**src/verilog/efg_pkg.sv**
```systemverilog
package efg_pkg;
	// register word offsets
	localparam logic [3:0] EFG_OFF_CORE_CTRL = 4'h0;
	localparam logic [3:0] EFG_OFF_COH_EN = 4'h1;
	localparam logic [3:0] EFG_OFF_L2_DIS = 4'h2;
	localparam logic [3:0] EFG_OFF_L2_IRQ = 4'h3;
	localparam logic [3:0] EFG_OFF_MEM_CFG = 4'h4;
	localparam logic [3:0] EFG_OFF_PCI_DIS = 4'h5;
	localparam logic [3:0] EFG_OFF_PCI_EN = 4'h6;
	localparam logic [3:0] EFG_OFF_LBUS_DIS = 4'h7;
	localparam logic [3:0] EFG_OFF_LBUS_IRQ = 4'h8;
	localparam logic [3:0] EFG_OFF_STATUS = 4'h9;
	localparam logic [3:0] EFG_OFF_MASK = 4'hA;
	localparam logic [3:0] EFG_OFF_RAW = 4'hB;
	// memory config field positions
	localparam int EFG_MEM_ECC_EN_BIT = 0;
	localparam int EFG_MEM_MB_DIS_BIT = 1;
	localparam int EFG_MEM_MB_IRQ_BIT = 2;
	// pci fields: bit0 parity, bit1 master abort
	localparam int EFG_PCI_PAR_BIT = 0;
	localparam int EFG_PCI_MABORT_BIT = 1;
	// status bit positions
	localparam int EFG_SRC_MAP = 0;
	localparam int EFG_SRC_L2 = 1;
	localparam int EFG_SRC_MEM = 2;
	localparam int EFG_SRC_PCI_PAR = 3;
	localparam int EFG_SRC_PCI_MAB = 4;
	localparam int EFG_SRC_LBUS = 5;
	localparam int EFG_NSRC = 6;
	// reset values and other word constants
	localparam logic [31:0] EFG_RST_ZERO = 32'h0000_0000;
	localparam logic [31:0] EFG_RST_DIS_ALL = 32'h0000_0003;
	localparam logic [31:0] EFG_UNMAPPED = 32'hDEAD_0000;
	localparam logic [31:0] EFG_ID_VALUE = 32'h1234_0000;
endpackage : efg_pkg

```
**src/verilog/efg_error_fault_gating.sv**
```systemverilog
// The implementer's own choices: the register offsets and register access over Avalon-MM.
`timescale 1ns/10ps
// Contract
// - escalation off blocks direct fault machine check
// - mapping error reported only when enabled
// - l2 multibit detected only when not disabled
// - l2 multibit interrupt only when enabled
// - mem multibit irq: ecc on, disables zero
// - pci irq: detect clear and enable set
// - lbus parity irq: check clear, enable set
module efg_error_fault_gating (
	// clock and reset
	input wire logic core_clk_i,
	input wire logic srst_i,
	// avalon-mm slave
	input wire logic [3:0] avs_address_i,
	input wire logic avs_read_i,
	input wire logic avs_write_i,
	input wire logic [31:0] avs_writedata_i,
	output logic [31:0] avs_readdata_o,
	output logic avs_waitrequest_o,
	// raw error pins from platform units
	input wire logic map_err_i,
	input wire logic l2_multibit_err_i,
	input wire logic mem_multibit_err_i,
	input wire logic pci_parity_err_i,
	input wire logic pci_master_abort_i,
	input wire logic lbus_parity_err_i,
	// toward the core
	output logic core_fault_o,
	output logic core_mcheck_o,
	output logic err_irq_o
);
	import efg_pkg::*;

	logic [EFG_NSRC-1:0] raw_s1_q;
	logic [EFG_NSRC-1:0] raw_s2_q;
	logic [EFG_NSRC-1:0] raw_prev_q;
	logic [EFG_NSRC-1:0] gated_d;
	logic [EFG_NSRC-1:0] status_q;
	logic [EFG_NSRC-1:0] mask_q;
	logic [EFG_NSRC-1:0] rise;
	logic fault_escalate_en_q;
	logic map_err_en_q;
	logic l2_multibit_detect_dis_q;
	logic l2_multibit_irq_en_q;
	logic [2:0] mem_cfg_q;
	logic [1:0] pci_detect_disable_q;
	logic [1:0] pci_enable_q;
	logic lbus_parity_check_dis_q;
	logic lbus_parity_irq_en_q;
	logic ack_q;
	logic wr_go;
	logic rd_go;

	// pins cross in from other units' timing, two stages first
	always_ff @(posedge core_clk_i) begin
		if (srst_i) begin
			raw_s1_q <= '0;
			raw_s2_q <= '0;
			raw_prev_q <= '0;
		end else begin
			raw_s1_q <= {lbus_parity_err_i, pci_master_abort_i, pci_parity_err_i,
				mem_multibit_err_i, l2_multibit_err_i, map_err_i};
			raw_s2_q <= raw_s1_q;
			raw_prev_q <= raw_s2_q;
		end
	end

	assign rise = raw_s2_q & ~raw_prev_q;

	// one wait state: ack registered, so waitrequest drops on second cycle
	assign wr_go = avs_write_i & ack_q;
	assign rd_go = avs_read_i & ack_q;

	always_ff @(posedge core_clk_i) begin
		if (srst_i) begin
			ack_q <= 1'b0;
			avs_waitrequest_o <= 1'b1;
		end else begin
			// ack pulses for one cycle per request
			ack_q <= (avs_read_i | avs_write_i) & ~ack_q;
			avs_waitrequest_o <= ~((avs_read_i | avs_write_i) & ~ack_q);
		end
	end

	// detection gating per source
	always_comb begin
		gated_d = '0;
		gated_d[EFG_SRC_MAP] = rise[EFG_SRC_MAP] & map_err_en_q;
		gated_d[EFG_SRC_L2] = rise[EFG_SRC_L2] & ~l2_multibit_detect_dis_q;
		gated_d[EFG_SRC_MEM] = rise[EFG_SRC_MEM] & mem_cfg_q[EFG_MEM_ECC_EN_BIT]
			& ~mem_cfg_q[EFG_MEM_MB_DIS_BIT];
		gated_d[EFG_SRC_PCI_PAR] = rise[EFG_SRC_PCI_PAR]
			& ~pci_detect_disable_q[EFG_PCI_PAR_BIT];
		gated_d[EFG_SRC_PCI_MAB] = rise[EFG_SRC_PCI_MAB]
			& ~pci_detect_disable_q[EFG_PCI_MABORT_BIT];
		gated_d[EFG_SRC_LBUS] = rise[EFG_SRC_LBUS] & ~lbus_parity_check_dis_q;
	end

	// interrupt-enable per source, gathered from the control registers into mask_q
	always_comb begin
		mask_q = '0;
		mask_q[EFG_SRC_MAP] = map_err_en_q;
		mask_q[EFG_SRC_L2] = l2_multibit_irq_en_q;
		mask_q[EFG_SRC_MEM] = ~mem_cfg_q[EFG_MEM_MB_IRQ_BIT];
		mask_q[EFG_SRC_PCI_PAR] = pci_enable_q[EFG_PCI_PAR_BIT];
		mask_q[EFG_SRC_PCI_MAB] = pci_enable_q[EFG_PCI_MABORT_BIT];
		mask_q[EFG_SRC_LBUS] = lbus_parity_irq_en_q;
	end

	// sticky status, write one to clear; a new event beats the clear
	always_ff @(posedge core_clk_i) begin
		if (srst_i) begin
			status_q <= '0;
		end else if (wr_go && avs_address_i == EFG_OFF_STATUS) begin
			status_q <= (status_q & ~avs_writedata_i[EFG_NSRC-1:0]) | gated_d;
		end else begin
			status_q <= status_q | gated_d;
		end
	end

	// control registers
	always_ff @(posedge core_clk_i) begin
		if (srst_i) begin
			fault_escalate_en_q <= EFG_RST_ZERO[0];
			map_err_en_q <= EFG_RST_ZERO[0];
			l2_multibit_detect_dis_q <= EFG_RST_ZERO[0];
			l2_multibit_irq_en_q <= EFG_RST_ZERO[0];
			mem_cfg_q <= EFG_RST_ZERO[2:0];
			pci_detect_disable_q <= EFG_RST_ZERO[1:0];
			pci_enable_q <= EFG_RST_ZERO[1:0];
			lbus_parity_check_dis_q <= EFG_RST_ZERO[0];
			lbus_parity_irq_en_q <= EFG_RST_ZERO[0];
		end else if (wr_go) begin
			if (avs_address_i == EFG_OFF_CORE_CTRL) begin
				fault_escalate_en_q <= avs_writedata_i[0];
			end else if (avs_address_i == EFG_OFF_COH_EN) begin
				map_err_en_q <= avs_writedata_i[0];
			end else if (avs_address_i == EFG_OFF_L2_DIS) begin
				l2_multibit_detect_dis_q <= avs_writedata_i[0];
			end else if (avs_address_i == EFG_OFF_L2_IRQ) begin
				l2_multibit_irq_en_q <= avs_writedata_i[0];
			end else if (avs_address_i == EFG_OFF_MEM_CFG) begin
				mem_cfg_q <= avs_writedata_i[2:0];
			end else if (avs_address_i == EFG_OFF_PCI_DIS) begin
				pci_detect_disable_q <= avs_writedata_i[1:0];
			end else if (avs_address_i == EFG_OFF_PCI_EN) begin
				pci_enable_q <= avs_writedata_i[1:0];
			end else if (avs_address_i == EFG_OFF_LBUS_DIS) begin
				lbus_parity_check_dis_q <= avs_writedata_i[0];
			end else if (avs_address_i == EFG_OFF_LBUS_IRQ) begin
				lbus_parity_irq_en_q <= avs_writedata_i[0];
			end
		end
	end

	// read mux
	always_ff @(posedge core_clk_i) begin
		if (srst_i) begin
			avs_readdata_o <= EFG_RST_ZERO;
		end else if ((avs_read_i | avs_write_i) && !ack_q) begin
			avs_readdata_o <= EFG_RST_ZERO;
			if (avs_address_i == EFG_OFF_CORE_CTRL) begin
				avs_readdata_o[0] <= fault_escalate_en_q;
			end else if (avs_address_i == EFG_OFF_COH_EN) begin
				avs_readdata_o[0] <= map_err_en_q;
			end else if (avs_address_i == EFG_OFF_L2_DIS) begin
				avs_readdata_o[0] <= l2_multibit_detect_dis_q;
			end else if (avs_address_i == EFG_OFF_L2_IRQ) begin
				avs_readdata_o[0] <= l2_multibit_irq_en_q;
			end else if (avs_address_i == EFG_OFF_MEM_CFG) begin
				avs_readdata_o[2:0] <= mem_cfg_q;
			end else if (avs_address_i == EFG_OFF_PCI_DIS) begin
				avs_readdata_o[1:0] <= pci_detect_disable_q;
			end else if (avs_address_i == EFG_OFF_PCI_EN) begin
				avs_readdata_o[1:0] <= pci_enable_q;
			end else if (avs_address_i == EFG_OFF_LBUS_DIS) begin
				avs_readdata_o[0] <= lbus_parity_check_dis_q;
			end else if (avs_address_i == EFG_OFF_LBUS_IRQ) begin
				avs_readdata_o[0] <= lbus_parity_irq_en_q;
			end else if (avs_address_i == EFG_OFF_STATUS) begin
				avs_readdata_o[EFG_NSRC-1:0] <= status_q;
			end else if (avs_address_i == EFG_OFF_MASK) begin
				avs_readdata_o[EFG_NSRC-1:0] <= mask_q;
			end else if (avs_address_i == EFG_OFF_RAW) begin
				avs_readdata_o[EFG_NSRC-1:0] <= raw_s2_q;
			end
		end
	end

	// outputs toward the core
	always_ff @(posedge core_clk_i) begin
		if (srst_i) begin
			err_irq_o <= 1'b0;
			core_fault_o <= 1'b0;
			core_mcheck_o <= 1'b0;
		end else begin
			err_irq_o <= |(status_q & mask_q);
			core_fault_o <= |status_q;
			// without escalation, faults reach the core only through core_fault_o and the interrupt
			core_mcheck_o <= fault_escalate_en_q & (|status_q);
		end
	end

endmodule : efg_error_fault_gating

```
**config.mk**
```make
export PLATFORM = sky130hd
export DESIGN_NAME = efg_error_fault_gating
export DESIGN_NICKNAME = d
export VERILOG_FILES = /design/src/verilog/efg_pkg.sv /design/src/verilog/efg_error_fault_gating.sv
export SDC_FILE = /design/constraint.sdc
export NUM_CORES = 1
export LEC_CHECK = 0
export BUFFER_PORTS_ARGS = -buffer_cell sky130_fd_sc_hd__buf_2
export CORE_ASPECT_RATIO = 0.8
export CORE_MARGIN = 2
export CORE_UTILIZATION = 40
export DETAILED_ROUTE_END_ITERATION = 16
export PLACE_DENSITY_LB_ADDON = 0.12
export SYNTH_ARGS = -nofsm -noshare
export SYNTH_HDL_FRONTEND = slang
export SYNTH_SLANG_ARGS = --single-unit
```
**constraint.sdc**
```tcl
create_clock -name core_clk_i -period 1.2 [get_ports core_clk_i]
set_clock_uncertainty 0.1 [all_clocks]
set_input_delay 0.06 -clock core_clk_i [delete_from_list [all_inputs] [get_ports core_clk_i]]
set_output_delay 0.06 -clock core_clk_i [all_outputs]
set_load 0.1 [all_outputs]
```
---- Word level (Yosys, flattened, before mapping) ----
Cells that the tools add are included.
storage, ports and cells
  input port bits ......................... 46
  register bits ........................... 48
  output and inout bits ................... 36
cells by class
  reductions and logical operators ........ 15
  bitwise operators ....................... 34
  eq/ne operators ......................... 11
  multiplexer cells ....................... 33
operators with widths
  kind                                                                    count
  6-bit two-way mux                                                       15
  5-bit two-way mux                                                       6
  6-bit bitwise AND                                                       3
  4-bit by 3-bit equality test with 1-bit output (second input constant)  4
  4-bit equality test (second input constant)                             4
  1-bit NOT                                                               16
  6-bit NOT                                                               2
  6-bit bitwise OR                                                        2
  6-bit OR reduction                                                      2
  1-bit bitwise AND                                                       10
  10-bit AND reduction                                                    1
  9-bit AND reduction                                                     1
  4-bit by 2-bit equality test with 1-bit output (second input constant)  2
  4-bit two-way mux                                                       2
  8-bit AND reduction                                                     1
  7-bit AND reduction                                                     1
  1-bit two-way mux                                                       6
  3-bit two-way mux                                                       2
  6-bit AND reduction                                                     1
  5-bit AND reduction                                                     1
  4-bit by 1-bit equality test with 1-bit output (second input constant)  1
  4-bit logical NOT                                                       1
  2-bit two-way mux                                                       2
  4-bit AND reduction                                                     1
  5 further kinds                                                         6

---- Depth between registers and ports, before layout ----
  word-level depth ........................ 24
  mapped depth ............................ 6
  depth with buffers taken out ............ 4

---- Worst setup path after synthesis ----
Ideal clock, no wire load.
  path kind ............................... register -> register
  start point ............................. register, netlist name avs_readdata_o[0]
  end point ............................... register avs_readdata_o[0]
  arrival ................................. 1.564 ns
  clock period less this slack ............ 1.734 ns
  setup slack ............................. -0.534 ns
  stages on the path, launching flop included .. 5
  required time ........................... 1.030 ns
  cells stage by stage .................... dfxtp_1 > inv_1 > nor3_1 > o41ai_2 > a21oi_1
RTL lines
  what                  RTL line                       RTL
  to (signal assigned)  efg_error_fault_gating.sv:165  avs_readdata_o[0] <= fault_escalate_en_q;
  to (signal assigned)  efg_error_fault_gating.sv:167  avs_readdata_o[0] <= map_err_en_q;
  to (signal assigned)  efg_error_fault_gating.sv:169  avs_readdata_o[0] <= l2_multibit_detect_dis_q;
  to (decl)             efg_error_fault_gating.sv:20   output logic [31:0] avs_readdata_o,

---- Worst setup path after layout ----
  start point ............................. register raw_s2_q[0]
  end point ............................... register avs_readdata_o[0]
on the way
  longest elaborated chain between the ends .. 23
ends and longest elaborated chain
  what                    RTL line                       RTL
  from (decl)             efg_error_fault_gating.sv:37   logic [EFG_NSRC-1:0] raw_s2_q;
  from (signal assigned)  efg_error_fault_gating.sv:65   raw_s2_q <= raw_s1_q;
  6-bit two-way mux       efg_error_fault_gating.sv:186  end else if (avs_address_i == EFG_OFF_RAW) begin
  6-bit two-way mux       efg_error_fault_gating.sv:184  end else if (avs_address_i == EFG_OFF_MASK) begin
  6-bit two-way mux       efg_error_fault_gating.sv:182  end else if (avs_address_i == EFG_OFF_STATUS) begin
  6-bit two-way mux       efg_error_fault_gating.sv:180  end else if (avs_address_i == EFG_OFF_LBUS_IRQ) begin
  6-bit two-way mux       efg_error_fault_gating.sv:178  end else if (avs_address_i == EFG_OFF_LBUS_DIS) begin
  6-bit two-way mux       efg_error_fault_gating.sv:176  end else if (avs_address_i == EFG_OFF_PCI_EN) begin
  6-bit two-way mux       efg_error_fault_gating.sv:174  end else if (avs_address_i == EFG_OFF_PCI_DIS) begin
  6-bit two-way mux       efg_error_fault_gating.sv:172  end else if (avs_address_i == EFG_OFF_MEM_CFG) begin
  [... 7 more ...]        --
  1-bit two-way mux       efg_error_fault_gating.sv:178
  2-bit two-way mux       efg_error_fault_gating.sv:176
  2-bit two-way mux       efg_error_fault_gating.sv:174
  3-bit two-way mux       efg_error_fault_gating.sv:172
  1-bit two-way mux       efg_error_fault_gating.sv:170  end else if (avs_address_i == EFG_OFF_L2_IRQ) begin
  1-bit two-way mux       efg_error_fault_gating.sv:168  end else if (avs_address_i == EFG_OFF_L2_DIS) begin
  1-bit two-way mux       efg_error_fault_gating.sv:166  end else if (avs_address_i == EFG_OFF_COH_EN) begin
  1-bit two-way mux       efg_error_fault_gating.sv:164  if (avs_address_i == EFG_OFF_CORE_CTRL) begin
Every way passes these cells. The select of a mux whose other input is x is not followed.
A chain may end at the register's enable or synchronous reset.

==> PnR_summary.wiki <==
{| class="wikitable"
! Metric !! Value
|-
| GR Util All Layers || 0.172
|-
| Core area || 5500 µm²
|-
| Slowest stage delay, CP || 0.34 ns
|-
| Core Util, Final || 0.563
|-
| Final instance area || 3090 µm²
|-
| Hold slack final || -0.00848 ns
|-
| Critical Setup Path Class || flop to flop
|-
| Total instance count after detailed placement || 380
|-
| Path class of the lowest-slack min-delay path || primary input to flop
|-
| # Post-CTS Setup Buffers || 0
|-
| Slowest cell on crit path || sky130_fd_sc_hd__dfxtp_2
|-
| Total of buffers placed on input and output ports || 29
|-
| Floorplan die width || 88.9 µm
|-
| Overall via count from detail_route || 1823
|-
| Number of standard-cell rows in the floorplan || 24
|-
| Reg clk slew, reported paths || 0.09 ns
|-
| Endpoints failing setup || 3
|-
| Final-layout setup total negative slack || -0.153 ns
|-
| Pin count of the biggest net entering global routing || 40
|-
| Yosys warning total || 0
|-
| Clock tree from TritonCTS || built
|-
| Post-synthesis register bit count || 48
|-
| Number of synthesized flops with an enable pin || 0
|-
| Commonest cells post-synth || sky130_fd_sc_hd__dfxtp_1, sky130_fd_sc_hd__buf_4, sky130_fd_sc_hd__nor2b_1, sky130_fd_sc_hd__a21oi_1, sky130_fd_sc_hd__nand2_1
|-
| Critical Path RT || 1.29 ns
|-
| Main synth FF type || sky130_fd_sc_hd__dfxtp_1
|-
| Deepest level of the CTS H-tree || 2
|-
| Total global routing overflow || 0
|-
| Count of TritonRoute iterations in the first routing pass || 4
|-
| Clock Path Buffers || 2
|-
| Layout cells sized above 1 || 0.380
|-
| Routed wire per std cell || 13.6 µm
|-
| Area grow syn2layout || 34.1%
|-
| Instance count of the mapped netlist || 253
|-
| Largest cells by area after synthesis || sky130_fd_sc_hd__dfxtp_1, sky130_fd_sc_hd__buf_4, sky130_fd_sc_hd__nor2b_1
|-
| Syn_area_per_cell || 9.11 µm²
|-
| Maximum operating frequency || 770 MHz
|-
| Half-perimeter wire length of the detailed placement result || 3990 µm
|-
| Number of design rule violations left after detail routing || 0
|-
| Number of clock sinks || 48
|-
| Post-detailed-placement cell area || 2770 µm²
|-
| Pins over their slew limit || 0
|-
| Final min period || 1.30 ns
|-
| Synth top area share || 0.417
|-
| Routed Antenna Nets || 0
|-
| Total of max-cap violations || 0
|-
| Number of cells on the worst reg-to-reg path || 4
|-
| Starting density of the core || 0.420
|-
| Routed wire length || 5410 µm
|-
| Signal arrival time at the worst endpoint || 1.38 ns
|-
| Number of global-route vias before repair || 1662
|-
| Antenna Cells || 0
|-
| Number of distinct library cell variants in the gate-level netlist after synthesis || 52
|-
| I/O pin count || 82
|-
| Clock root buffer master || sky130_fd_sc_hd__clkbuf_8
|-
| Run status || complete, but fails checks
|-
| Vias per cell || 4.57
|-
| Critical path launch point type || flop
|-
| Failing checks || hold timing, setup timing
|-
| Sum of internal, switching and leakage power || 3.57 mW
|-
| Worst setup margin || -0.0979 ns
|-
| Placer's final routability congestion estimate || 0.886
|-
| Floorplan die area || 6390 µm²
|-
| Post-synthesis async set-or-reset flop share || 0
|-
| Most frequent cell after synthesis || sky130_fd_sc_hd__dfxtp_1
|-
| Post-route insts no fill || 399
|-
| List of cells traversed by the critical path || mux2_2 > a32o_2 > o32ai_2 > a21oi_1
|-
| Share of synthesized area occupied by flip-flops and latches || 0.417
|-
| Unrepaired setup endpoints after global routing || yes
|-
| Skew-Pair Late Insertion Delay || 0.30 ns
|-
| Chip Height || 71.9 µm
|-
| Global-route wire length before repair || 8390 µm
|-
| Cell accounting for the most synthesized area || sky130_fd_sc_hd__dfxtp_1
|-
| Maximum fanout count along the critical path || 3
|-
| Period utilization || 1.08
|-
| Critical Path Sink Type || flop
|-
| Starting DRT DRC Count || 111
|-
| P_leak || 1.31 nW
|-
| Antenna violations before repair || 0
|-
| Number of failing hold endpoints at the final stage || 1
|-
| Cell depth of the worst hold path || 4
|-
| CTS Buf Count || 5
|-
| Final Net Count || 366
|-
| Total power divided by cell area || 1150 nW/µm²
|-
| Post-Synthesis Cell Area || 2310 µm²
|-
| Max IR drop VDD || 718 µV
|}
layout by cell type, fill, tap and decap left out, types with 5 or more instances in the layout:
| cell | synthesis | final |
|---|---|---|
| sky130_fd_sc_hd__dfxtp_2 | 0 | 11 |
| sky130_fd_sc_hd__a21oi_1 | 19 | 14 |
| sky130_fd_sc_hd__nor2_1 | 13 | 11 |
| sky130_fd_sc_hd__inv_1 | 10 | 10 |
| sky130_fd_sc_hd__nand2b_1 | 8 | 7 |
| sky130_fd_sc_hd__dlygate4sd3_1 | 0 | 11 |
| sky130_fd_sc_hd__clkbuf_8 | 0 | 6 |
| sky130_fd_sc_hd__buf_4 | 28 | 32 |
| sky130_fd_sc_hd__nand2_1 | 14 | 10 |
| sky130_fd_sc_hd__buf_12 | 1 | 10 |
| sky130_fd_sc_hd__dfxtp_1 | 48 | 34 |
| sky130_fd_sc_hd__buf_2 | 3 | 19 |
| sky130_fd_sc_hd__o21ai_1 | 3 | 9 |
| sky130_fd_sc_hd__conb_1 | 1 | 26 |
| sky130_fd_sc_hd__o21ai_0 | 11 | 5 |
| sky130_fd_sc_hd__nor2b_1 | 24 | 23 |
| sky130_fd_sc_hd__mux2i_1 | 11 | 11 |
per-layer routing:
layer / vias up / wire length [µm] / GRT usage
met3: 9 / 231 / 0.0375
met4: 0 / 58 / 0.0488
li1: 953 / - / -
met2: 41 / 2410 / 0.259
met1: 820 / 2720 / 0.250
met5: - / 0 / 0
final timing paths:
check	to	slack, ns	from
setup reg to reg	avs_readdata_o[0]$_SDFFE_PP0P_	-0.1	raw_s2_q[0]$_SDFF_PP0_
hold reg to reg	raw_s2_q[2]$_SDFF_PP0_	0.34	raw_s1_q[2]$_SDFF_PP0_
hold / removal	status_q[3]$_SDFF_PP0_	-0.008	avs_writedata_i[3]
setup / recovery	avs_readdata_o[0]$_SDFFE_PP0P_	-0.1	raw_s2_q[0]$_SDFF_PP0_
layout make-up:
type	instances	area [µm²]
clock buffers	6	82.6
clock inverters	2	13.8
fillers	539	2400
inverters	10	37.5
multi-input cells	181	1210
flip-flops and latches	48	986
well taps	78	97.6
repair buffers	74	664
worst max-delay path, delay by kind of cell, from the launching register on:
family | cells | cell delay, ns
DFF | 1 | 0.34
AOI/OAI and AO/OA | 3 | 0.47
muxes | 1 | 0.27
kinds of logic (layout without fill, tap and decap cells):
kind of cell	count (synthesis)	after routing	share of synthesized area
compound gates	55	55	0.156
buf+inv	49	92	0.141
flops	48	48	0.417
mux	14	14	0.0640
other cells	1	26	0.00163
simple gates	86	86	0.221
through the flow:
stage	worst slack (ns)	hold slack [ns]
after CTS	-0.0894	0.000531
after detailed placement	-0.156	0.175
after global routing	-0.176	0.000746
final	-0.0979	-0.00848
after global placement	-0.146	0.168
after floorplan	-0.0624	0.0882
sequential cells by signal, summed over array words and instances, names as in the netlist, 2 cells and up:
name,cells
pci_detect_disable_q,2
mem_cfg_q,3
pci_enable_q,2
raw_s2_q,6
status_q,6
raw_s1_q,6
avs_readdata_o,6
raw_prev_q,6
timing repair:
item | 4_1_cts | 5_1_grt
endpoints found under the hold margin | 12 | 1
gates resized for setup | 14 | 27
pin swaps | 2 | 7
hold buffers | 10 | 1
endpoints found under the setup margin | 14 | 26
where the power goes:
part / total (mW) / switching (mW) / internal [mW]
Combinational: 0.859 / 0.617 / 0.242
Clock: 1.05 / 0.573 / 0.472
Sequential: 1.66 / 0.0288 / 1.64
Power figures use the tool's default switching activity.
